**config.mk**
```make
export PLATFORM = sky130hd
export DESIGN_NAME = amo_exec_unit
export DESIGN_NICKNAME = d
export VERILOG_FILES = /design/src/inc/amo_pkg.sv /design/src/logic/amo_exec_unit.sv /design/src/logic/amo_cycle_monitor.sv
export VERILOG_INCLUDE_DIRS = /design/src /design/src/inc
export SDC_FILE = /design/constraint.sdc
export NUM_CORES = 1
export LEC_CHECK = 0
export ABC_CLOCK_PERIOD_IN_PS = 2600
export BUFFER_PORTS_ARGS = -buffer_cell sky130_fd_sc_hd__buf_4
export CAP_MARGIN = 20
export CORE_MARGIN = 2
export CORE_UTILIZATION = 40
export CTS_CLUSTER_SIZE = 20
export DETAILED_ROUTE_END_ITERATION = 6
export SYNTH_ARGS = -nofsm -noshare
export SYNTH_HDL_FRONTEND = slang
export SYNTH_SLANG_ARGS = --single-unit
```
**constraint.sdc**
```tcl
create_clock -name mclk -period 2.6 [get_ports mclk]
set_input_delay 0.39 -clock mclk [delete_from_list [all_inputs] [get_ports mclk]]
set_output_delay 0.39 -clock mclk [all_outputs]
set_load 0.1 [all_outputs]
```
**src/inc/amo_defs.svh**
```systemverilog
// Constants for the accumulator execution unit: offsets, reset values, timing.
// Assumes a single 200 MHz clock and a synchronous active-high reset.
//
// Contract
// - Both accumulators are 16-bit registers
// - Relative jump resumes at signed distance
// - Relative jump ignores logic result bit
// - Distance counted in words from jump
// - Add signed byte or word immediate
// - Add ignores and keeps result bit, flags
// - Add wraps; secondary accumulator unchanged
// - Indexed op selects parameter by accumulator
// - Swap exchanges accumulators, keeps bit, flags
// - Immediate halt enters STOP at once
// - STOP held until selector or remote run
// - System word 96 is limit times 10ms
// - Stores write memory without protection gating
`ifndef AMO_DEFS_SVH
`define AMO_DEFS_SVH

// ==========================================================
// Widths
`define AMO_WORD_W 16
`define AMO_OPC_W 4

// ==========================================================
// System data word that holds the scan cycle limit
`define AMO_SYSWORD_CYCLE_LIMIT 16'h0060
`define AMO_ACC_RESET 16'h0000
`define AMO_LIMIT_RESET 16'h0000

// ==========================================================
// Timing: one limit unit is 10 ms
`define AMO_LIMIT_UNIT_MS 10
`define AMO_CLK_MHZ 200
`define AMO_TICK_CYCLES (`AMO_LIMIT_UNIT_MS * 1000 * `AMO_CLK_MHZ)

`endif

```
**src/inc/amo_pkg.sv**
```systemverilog
// Types shared by the accumulator execution unit and its cycle monitor.
// Assumes the defs header is on the include path.
`default_nettype none
package amo_pkg;
  // Operation codes presented on the instruction port
  typedef enum logic [3:0] {
    AMO_OP_NOP = 4'h0,
    AMO_OP_LOAD = 4'h1,
    AMO_OP_JUMP = 4'h2,
    AMO_OP_ADD = 4'h3,
    AMO_OP_INDEX = 4'h4,
    AMO_OP_SWAP = 4'h5,
    AMO_OP_HALT = 4'h6,
    AMO_OP_SYSSTORE = 4'h7,
    AMO_OP_INDSTORE = 4'h8,
    AMO_OP_BLKCOPY = 4'h9
  } amo_op_e;
  // Run state, one-hot
  typedef enum logic [1:0] {
    AMO_RUN = 2'b01,
    AMO_STOP = 2'b10
  } amo_run_e;
  typedef logic [15:0] amo_word_t;
endpackage
`default_nettype wire

```
**src/logic/amo_exec_unit.sv**
```systemverilog
// Accumulator execution unit: jump, add-constant, indexed parameter,
// swap, immediate halt, system word and direct memory stores.
// Assumes one instruction per opValid pulse with its own word address.
`include "amo_defs.svh"
`default_nettype none
module amo_exec_unit #(
  parameter int TICK_CYCLES = `AMO_TICK_CYCLES
) (
  // Clock and reset
  input wire logic mclk,
  input wire logic srst,
  // Instruction issue
  input wire logic opValid,
  input wire amo_pkg::amo_op_e opCode,
  input wire amo_pkg::amo_word_t opOperand,
  input wire logic byteForm,
  input wire amo_pkg::amo_word_t pcIn,
  input wire logic logicResultBit,
  output logic opReady,
  // Operator and programming unit
  input wire logic modeSelectorRun,
  input wire logic remoteRunCommand,
  input wire logic cycleStart,
  // Program flow
  output logic jumpValid,
  output amo_pkg::amo_word_t jumpTarget,
  output logic paramSelValid,
  output amo_pkg::amo_word_t paramIndex,
  output logic stopMode,
  // Accumulators
  output amo_pkg::amo_word_t primaryAccumulator,
  output amo_pkg::amo_word_t secondaryAccumulator,
  // Memory and system data writes
  output logic memWrite,
  output amo_pkg::amo_word_t memAddr,
  output amo_pkg::amo_word_t memData,
  output logic sysWordWrite,
  output amo_pkg::amo_word_t sysWordAddr,
  output logic blockCopyStart,
  output logic [7:0] blockCopyLen,
  output amo_pkg::amo_word_t cycleLimitWord,
  output logic cycleOverrun
);
  import amo_pkg::*;

  amo_run_e runState_reg; // Run or STOP
  logic opFire; // Instruction taken this cycle
  logic resumeReq; // Either restart source
  logic indexArmed_reg; // Next instruction uses a formal parameter
  amo_word_t indexValue_reg; // Parameter position captured from accu
  amo_word_t addImm; // Sign-extended add immediate
  logic overrunRaw; // Monitor flag before output register

  assign opFire = opValid && (runState_reg == AMO_RUN);
  assign resumeReq = modeSelectorRun || remoteRunCommand;
  // Byte form holds -128..+127, word form -32768..+32767
  assign addImm = byteForm ? {{8{opOperand[7]}}, opOperand[7:0]} : opOperand;

  // ==========================================================
  // Run state: halt acts at once, only the mode selector or a remote run command restarts
  always_ff @(posedge mclk)
  begin
    if (srst)
      runState_reg <= AMO_RUN;
    else
    begin
      case (runState_reg)
        AMO_RUN:
          // Halt is unconditional; the result bit is never looked at
          if (opFire && opCode == AMO_OP_HALT)
            runState_reg <= AMO_STOP;
        AMO_STOP:
          // No instruction can leave STOP, only the outside party
          if (resumeReq)
            runState_reg <= AMO_RUN;
        default:
          runState_reg <= AMO_STOP;
      endcase
    end
  end

  // ==========================================================
  // Mode outputs registered straight from next state
  always_ff @(posedge mclk)
  begin
    if (srst)
    begin
      stopMode <= 1'b0;
      opReady <= 1'b1;
    end
    else if (runState_reg == AMO_RUN && opFire && opCode == AMO_OP_HALT)
    begin
      stopMode <= 1'b1;
      opReady <= 1'b0;
    end
    else if (runState_reg == AMO_STOP && resumeReq)
    begin
      stopMode <= 1'b0;
      opReady <= 1'b1;
    end
  end

  // ==========================================================
  // Accumulators; the unit keeps no flags, so none can change here
  always_ff @(posedge mclk)
  begin
    if (srst)
    begin
      primaryAccumulator <= `AMO_ACC_RESET;
      secondaryAccumulator <= `AMO_ACC_RESET;
    end
    else if (opFire)
    begin
      case (opCode)
        AMO_OP_LOAD:
        begin
          // Load pushes the old primary into the secondary
          secondaryAccumulator <= primaryAccumulator;
          primaryAccumulator <= opOperand;
        end
        AMO_OP_ADD:
          // 16-bit wrap; carry is discarded, secondary untouched
          primaryAccumulator <= primaryAccumulator + addImm;
        AMO_OP_SWAP:
        begin
          primaryAccumulator <= secondaryAccumulator;
          secondaryAccumulator <= primaryAccumulator;
        end
        default:
          ;
      endcase
    end
  end

  // ==========================================================
  // Relative jump: taken always, target wraps with no correction
  always_ff @(posedge mclk)
  begin
    if (srst)
    begin
      jumpValid <= 1'b0;
      jumpTarget <= 16'h0000;
    end
    else
    begin
      jumpValid <= opFire && opCode == AMO_OP_JUMP;
      if (opFire && opCode == AMO_OP_JUMP)
        // Word units from the jump itself; 2 skips one instruction
        jumpTarget <= pcIn + opOperand;
    end
  end

  // ==========================================================
  // Indexed parameter: arm on the index op, apply to the next one
  always_ff @(posedge mclk)
  begin
    if (srst)
    begin
      indexArmed_reg <= 1'b0;
      indexValue_reg <= 16'h0000;
      paramSelValid <= 1'b0;
      paramIndex <= 16'h0000;
    end
    else
    begin
      paramSelValid <= 1'b0;
      if (opFire && opCode == AMO_OP_INDEX)
      begin
        indexArmed_reg <= 1'b1;
        indexValue_reg <= primaryAccumulator;
        paramIndex <= primaryAccumulator;
      end
      else if (opFire && indexArmed_reg)
      begin
        // The following instruction takes the captured position
        indexArmed_reg <= 1'b0;
        paramSelValid <= 1'b1;
        paramIndex <= indexValue_reg;
      end
    end
  end

  // ==========================================================
  // Stores go straight out; no area check, so misuse can corrupt
  always_ff @(posedge mclk)
  begin
    if (srst)
    begin
      memWrite <= 1'b0;
      memAddr <= 16'h0000;
      memData <= 16'h0000;
      sysWordWrite <= 1'b0;
      sysWordAddr <= 16'h0000;
      blockCopyStart <= 1'b0;
      blockCopyLen <= 8'h00;
    end
    else
    begin
      memWrite <= opFire && opCode == AMO_OP_INDSTORE;
      sysWordWrite <= opFire && opCode == AMO_OP_SYSSTORE;
      blockCopyStart <= opFire && opCode == AMO_OP_BLKCOPY;
      if (opFire && opCode == AMO_OP_INDSTORE)
      begin
        memAddr <= primaryAccumulator;
        memData <= secondaryAccumulator;
      end
      else if (opFire && opCode == AMO_OP_BLKCOPY)
      begin
        // Destination top in primary, source top in secondary
        memAddr <= primaryAccumulator;
        memData <= secondaryAccumulator;
        blockCopyLen <= opOperand[7:0];
      end
      else if (opFire && opCode == AMO_OP_SYSSTORE)
      begin
        sysWordAddr <= opOperand;
        memData <= primaryAccumulator;
      end
    end
  end

  // ==========================================================
  // Local copy of the cycle limit word feeding the monitor
  always_ff @(posedge mclk)
  begin
    if (srst)
      cycleLimitWord <= `AMO_LIMIT_RESET;
    else if (opFire && opCode == AMO_OP_SYSSTORE
      && opOperand == `AMO_SYSWORD_CYCLE_LIMIT)
      cycleLimitWord <= primaryAccumulator;
  end

  amo_cycle_monitor #(
    .TICK_CYCLES(TICK_CYCLES)
  ) cycleMon (
    .mclk(mclk),
    .srst(srst),
    .cycleStart(cycleStart),
    .limitWord(cycleLimitWord),
    .cycleOverrun(overrunRaw)
  );

  // Registered so the port comes from a flop in this module
  always_ff @(posedge mclk)
  begin
    if (srst)
      cycleOverrun <= 1'b0;
    else
      cycleOverrun <= overrunRaw;
  end
endmodule // amo_exec_unit
`default_nettype wire

```
**src/logic/amo_cycle_monitor.sv**
```systemverilog
// Scan cycle time monitor: counts 10 ms ticks since the last cycle start.
// Assumes cycleStart is a one-cycle pulse from the control unit.
`include "amo_defs.svh"
`default_nettype none
module amo_cycle_monitor #(
  parameter int TICK_CYCLES = `AMO_TICK_CYCLES
) (
  // Clock and reset
  input wire logic mclk,
  input wire logic srst,
  // Cycle control
  input wire logic cycleStart,
  input wire amo_pkg::amo_word_t limitWord,
  // Status
  output logic cycleOverrun
);
  import amo_pkg::*;

  logic [31:0] divCount_reg; // Cycles within the current 10 ms unit
  logic tickPulse_reg; // One-cycle enable every 10 ms
  amo_word_t unitCount_reg; // Elapsed 10 ms units

  // ==========================================================
  // 10 ms divider; restarted with each cycle so units align to it
  always_ff @(posedge mclk)
  begin
    if (srst || cycleStart)
    begin
      divCount_reg <= 32'h0;
      tickPulse_reg <= 1'b0;
    end
    else if (divCount_reg == 32'(TICK_CYCLES - 1))
    begin
      divCount_reg <= 32'h0;
      tickPulse_reg <= 1'b1;
    end
    else
    begin
      divCount_reg <= divCount_reg + 32'h1;
      tickPulse_reg <= 1'b0;
    end
  end

  // ==========================================================
  // Unit counter saturates so a long stall cannot wrap past the limit
  always_ff @(posedge mclk)
  begin
    if (srst || cycleStart)
      unitCount_reg <= 16'h0000;
    else if (tickPulse_reg && unitCount_reg != 16'hffff)
      unitCount_reg <= unitCount_reg + 16'h0001;
  end

  // ==========================================================
  // Overrun once elapsed units reach the limit; zero limit disables
  always_ff @(posedge mclk)
  begin
    if (srst || cycleStart)
      cycleOverrun <= 1'b0;
    else if (limitWord != 16'h0000 && unitCount_reg >= limitWord)
      cycleOverrun <= 1'b1;
  end
endmodule // amo_cycle_monitor
`default_nettype wire

```
### Yosys cells after proc, flatten, opt, wreduce, memory -nomap -nowiden

Cells that the tools add are included.

* add/subtract/negate cells: 4
* order comparisons: 1
* equal/unequal tests: 16
* muxes and demuxes: 20
* bitwise logic cells: 2
* reductions and logical operators: 30

Operators by type and width (number)
* $mux 16: 8
* $pmux 16 s3: 1
* $add 16x16->16: 2
* $add 32x1->32 const B: 1
* $eq 32x21->1 const B: 1
* $add 16x1->16 const B: 1
* $eq 16x7->1 const B: 1
* $eq 4x3->1 const B: 4
* $ge 16x16->1: 1
* $ne 16x16->1 const B: 1
* $reduce_bool 16->1: 1
* $logic_and 1x1->1: 14
* $eq 4x2->1 const B: 2
* $eq 4x4->1 const B: 2
* $mux 1: 8
* $reduce_and 2->1: 4
* $reduce_bool 2->1: 3
* $reduce_bool 3->1: 2
* $reduce_or 2->1: 3
* $eq 4x1->1 const B: 1
* $mux 2: 2
* $pmux 2 s2: 1
* $reduce_and 3->1: 1
* $eq 2x1->1 const B: 1
* 5 further kinds: 7

* bits in registers: 213
* bits of input ports: 44
* output and inout bits: 144
* logic and storage cells: 97

### Longest topological paths before layout

* depth after elaboration: 6
* depth in mapped cells: 10
* mapped depth without buffers: 10

### Cells and area by module

A second synthesis with hierarchy kept.

* cell total of the unflattened synthesis: 1251
* area total of the unflattened synthesis: 10383.7 µm²

Modules (own cells, without submodules)
* amo_exec_unit: times used 1, cells each 906, area each 7561.0 µm², seq. area each 3263.1 µm²
* amo_cycle_monitor: times used 1, cells each 345, area each 2822.7 µm², seq. area each 1001.0 µm²

### Least setup slack after synthesis

No wires, ideal clock.

* path kind: register to register
* from: register primaryAccumulator[0]
* to: register primaryAccumulator[8]
* library setup time: 0.131 ns
* arrival: 2.762 ns
* data required time: 2.469 ns
* slack: -0.293 ns
* stages on the path, launching flop included: 11
* path buffers: 0
* period minus slack after synthesis: 2.893 ns
* path through: dfxtp_1 > ha_1 > inv_1 > fa_1 > nor2b_1 > o21ai_0 > a21oi_1 > o21ai_0 > xnor2_1 > a221oi_1 > a21oi_1

* word-level cells in the longest chain between the ends: 2

RTL lines
* from (decl): line amo_exec_unit.sv:31 `output amo_pkg::amo_word_t primaryAccumulator,`
* from (signal assigned): line amo_exec_unit.sv:109 `` primaryAccumulator <= `AMO_ACC_RESET; ``
* from (signal assigned): line amo_exec_unit.sv:119 `primaryAccumulator <= opOperand;`
* from (signal assigned): line amo_exec_unit.sv:123 `primaryAccumulator <= primaryAccumulator + addImm;`
* $add 16x16->16: line amo_exec_unit.sv:123
* $pmux 16 s3: line amo_exec_unit.sv:114 `case (opCode)`

Every way passes these cells.
A chain may end at the register's enable or synchronous reset.

### Worst setup path after layout

* from: register primaryAccumulator[0]
* to: register primaryAccumulator[14]

Same word-level chain as after synthesis.

==> flow_summary.toml <==
[status]
status = "complete, but fails checks"
failed_checks = "DRC"

[drt]
ant_nets = 0
vias = 9276
drt-total-wl_um = 29700
initialDrtViolationCount = 737
routedWlPerCell_um = 16.9
post-route-drc-count = 2
vias_per_cell = 5.27
first_pass_iters = 7

[clock_tree]
cts_resized = 0
cts_root_buffer = "clkbuf_16"
cts_buffer_depth = 3
numCtsBuffers = 25
h-tree-depth = 1
path_clk_slew_ns = 0.06
insertion_delay_ns = 0.54
cts.sink_count = 213
cts_hold_buf = 0
cts_tree = "done"
post_cts_buffers = 0

[timing]
period_needed_ns = 2.30
final.setup.tns_ns = 0
clock_skew_ns = 0.0142
setup_viol = 0
post-route-period-util_pct = 88.3
fmax_mhz = 436
rsz0062_at_grt = "no"
tightest_slew_ns = 0.653
max_slew_margin_pct = 56.5
slew_viol_final = 0
finalHoldViolCount = 0

[yosys]
synthAdderAreaFrac_pct = 6.33
synth_top_family_by_area = "simple AND/OR/NAND/NOR gates"
async_reset_ff_share_pct = 0
synth_edf_count = 0
synthFlopType = "dfxtp_1"
yosys.area_share.simple_pct = 21.7
synth.avg_cell_area_um2 = 8.39
synthXorXnorAreaFrac_pct = 5.46
syn_nets = 1300
ys_seq_elements = 213
synthMuxAreaShare_pct = 3.46
ys_warn_count = 0
yosysSeqAreaShare_pct = 42.2
synth_cells = 1206
synth-compound-area-share_pct = 16.5
synthDistinctLibCells = 69
syn_area_um2 = 10100

[finish]
drive_above_1_share_pct = 21.7
largest_reg_flops = 32
mostFrequentLayoutCells = "235 x buf_4, 200 x dfxtp_1, 183 x nand2_1"
diodes = 0
layout_commonest_cell = "buf_4"
fin_nets = 1506
syn_to_final_growth_pct = 29.1
stdcell_area_um2 = 13100
fillers = 2436

[place]
dpl.hpwl_um = 21500
gp_congestion = 0.938
post_dp_cell_area_um2 = 12100
numPortBuffers = 186

[hold_path]
min_path_type = "in2reg"
min-delay-start = "opOperand[11]"
min_path_cells = 3
whs_endpoint = "sysWordAddr[11]$_SDFFE_PP0P_"

[grt]
grtUsageTotal_pct = 21.8
grt_max_degree = 103
grt_antenna_before_repair = 0
grt_pass1_wl_um = 46600
globalRouteOverflowTotal = 0
grt_pass1_vias = 8545

[power_and_ir_drop]
vdd_drop_max_mv = 0.551
p_sw_w = 0.00223
p_sw_share_pct = 26.4
power_leakage_nw = 5.37
p_seq_share_pct = 39.5
p_comb_share_pct = 12.9
pwr-share-clk_pct = 47.6
p_int_w = 0.00622
power_density_nw_per_um2 = 647

[worst_setup_path]
critPathArrivalTime_ns = 2.72
cpMostUsedCell = "o21ai_0"
criticalPathCategory = "reg2reg"
timing.rr.start = "primaryAccumulator[0]$_SDFFE_PP0P_"
path_cells = "ha_1 -> inv_1 -> fa_1 -> nor2b_1 -> o21ai_0 -> a21oi_1 -> o21ai_0 -> o21bai_1 -> mux2i_1 -> nand2_1"
max_stage_delay_ns = 0.38
endpoint_kind = "flop"
cp_max_fo = 4
critPathLaunchType = "flop"
reg2reg_depth = 10
crit_slowest_cell = "fa_1"
cp.required_ns = 3.02
crit_family = "compound AO/OA/AOI/OAI gates"
cp.depth = 10
crit_buf_inv = 1
worst_r2r_endpoint = "primaryAccumulator[14]$_SDFFE_PP0P_"
ff2ff_setup_slack_ns = 0.30

[die]
io-pin-count = 188
chipHeight_um = 163
die_w_um = 163
core_area_um2 = 25000
start_util_pct = 40.4
rows = 58
die_area_um2 = 26600

[flow_run]
drv_cap = 0
==> worst min-delay path: stages <==
cell and delay (ns):
buf_4 0.14, nand2_1 0.06, a21oi_1 0.05
==> kinds of logic after synthesis <==
group,after synthesis
AND/OR/NAND/NOR,469
AO/OA/AOI/OAI,270
flip-flops,213
buffers and inverters,106
XOR/XNOR,63
adder cells (fa/ha/maj),50
multiplexers,35
==> Yosys cell counts (13+ instances only) <==
cell        n  share of area [%]
mux2i_1    35                3.5
xor2_1     32                2.8
nor2_1    148                5.5
ha_1       48                5.9
dfxtp_1   213                 42
o21ai_0    47                2.3
a21o_1     13               0.96
clkbuf_1   39                1.4
a22oi_1    19                1.4
inv_1      47                1.7
nand4_1    19                1.2
nand3_1    26                1.3
xnor2_1    31                2.7
a211oi_1   26                1.9
nand2_1   183                6.8
a21oi_1   118                5.8
nor3_1     13               0.64
==> per-stage QoR <==
stage | hold WS [ns] | total power (W) | utilization [%] | worst slack [ns] | std cells
after floorplan | 0.430 | 0.00415 | - | 0.0857 | 1206
after global placement | 0.443 | 0.00449 | 48.4 | -0.0185 | 1715
after detailed placement | 0.447 | 0.00450 | 48.4 | -0.0601 | 1715
after CTS | 0.147 | 0.00853 | 52.2 | 0.291 | 1761
after global routing | 0.168 | 0.00873 | 52.2 | 0.0425 | 1761
final | 0.156 | 0.00845 | 52.2 | 0.305 | 1761
==> worst max-delay path by stage <==
stage	from	endpoint
floorplan	primaryAccumulator[0]$_SDFFE_PP0P_	primaryAccumulator[8]$_SDFFE_PP0P_
global placement	opOperand[0]	jumpTarget[14]$_SDFFE_PP0P_
detailed placement	opOperand[0]	jumpTarget[14]$_SDFFE_PP0P_
CTS	primaryAccumulator[0]$_SDFFE_PP0P_	primaryAccumulator[14]$_SDFFE_PP0P_
global route	primaryAccumulator[0]$_SDFFE_PP0P_	primaryAccumulator[12]$_SDFFE_PP0P_
finish	primaryAccumulator[0]$_SDFFE_PP0P_	primaryAccumulator[14]$_SDFFE_PP0P_
==> per-layer routing <==
| layer | up-vias | track usage, % | wire [um] |
|---|---|---|---|
| met2 | 290 | 34.0 | 13000 |
| met4 | 0 | 3.86 | 501 |
| met1 | 4337 | 31.6 | 14000 |
| li1 | 4615 | - | - |
| met3 | 34 | 4.37 | 2180 |
| met5 | - | 0 | 0 |
==> layout make-up <==
| cell class | count | area [um2] | share of cell area [%] |
|---|---|---|---|
| multi-input cells | 887 | 5420 | 41.5 |
| repair buffers | 238 | 1820 | 14.0 |
| flip-flops and latches | 213 | 4280 | 32.8 |
| well taps | 330 | 413 | 3.16 |
| clock buffers | 32 | 682 | 5.22 |
| inverters | 47 | 176 | 1.35 |
| clock inverters | 14 | 269 | 2.06 |
==> power by group through the flow <==
stage	Combinational (W)	Clock (W)	Sequential, W
floorplan	0.000450	0	0.00370
global placement	0.00108	0	0.00341
detailed placement	0.00109	0	0.00341
CTS	0.00109	0.00410	0.00334
global route	0.00117	0.00421	0.00335
finish	0.00109	0.00402	0.00334
(Power assumes the default switching activity.)
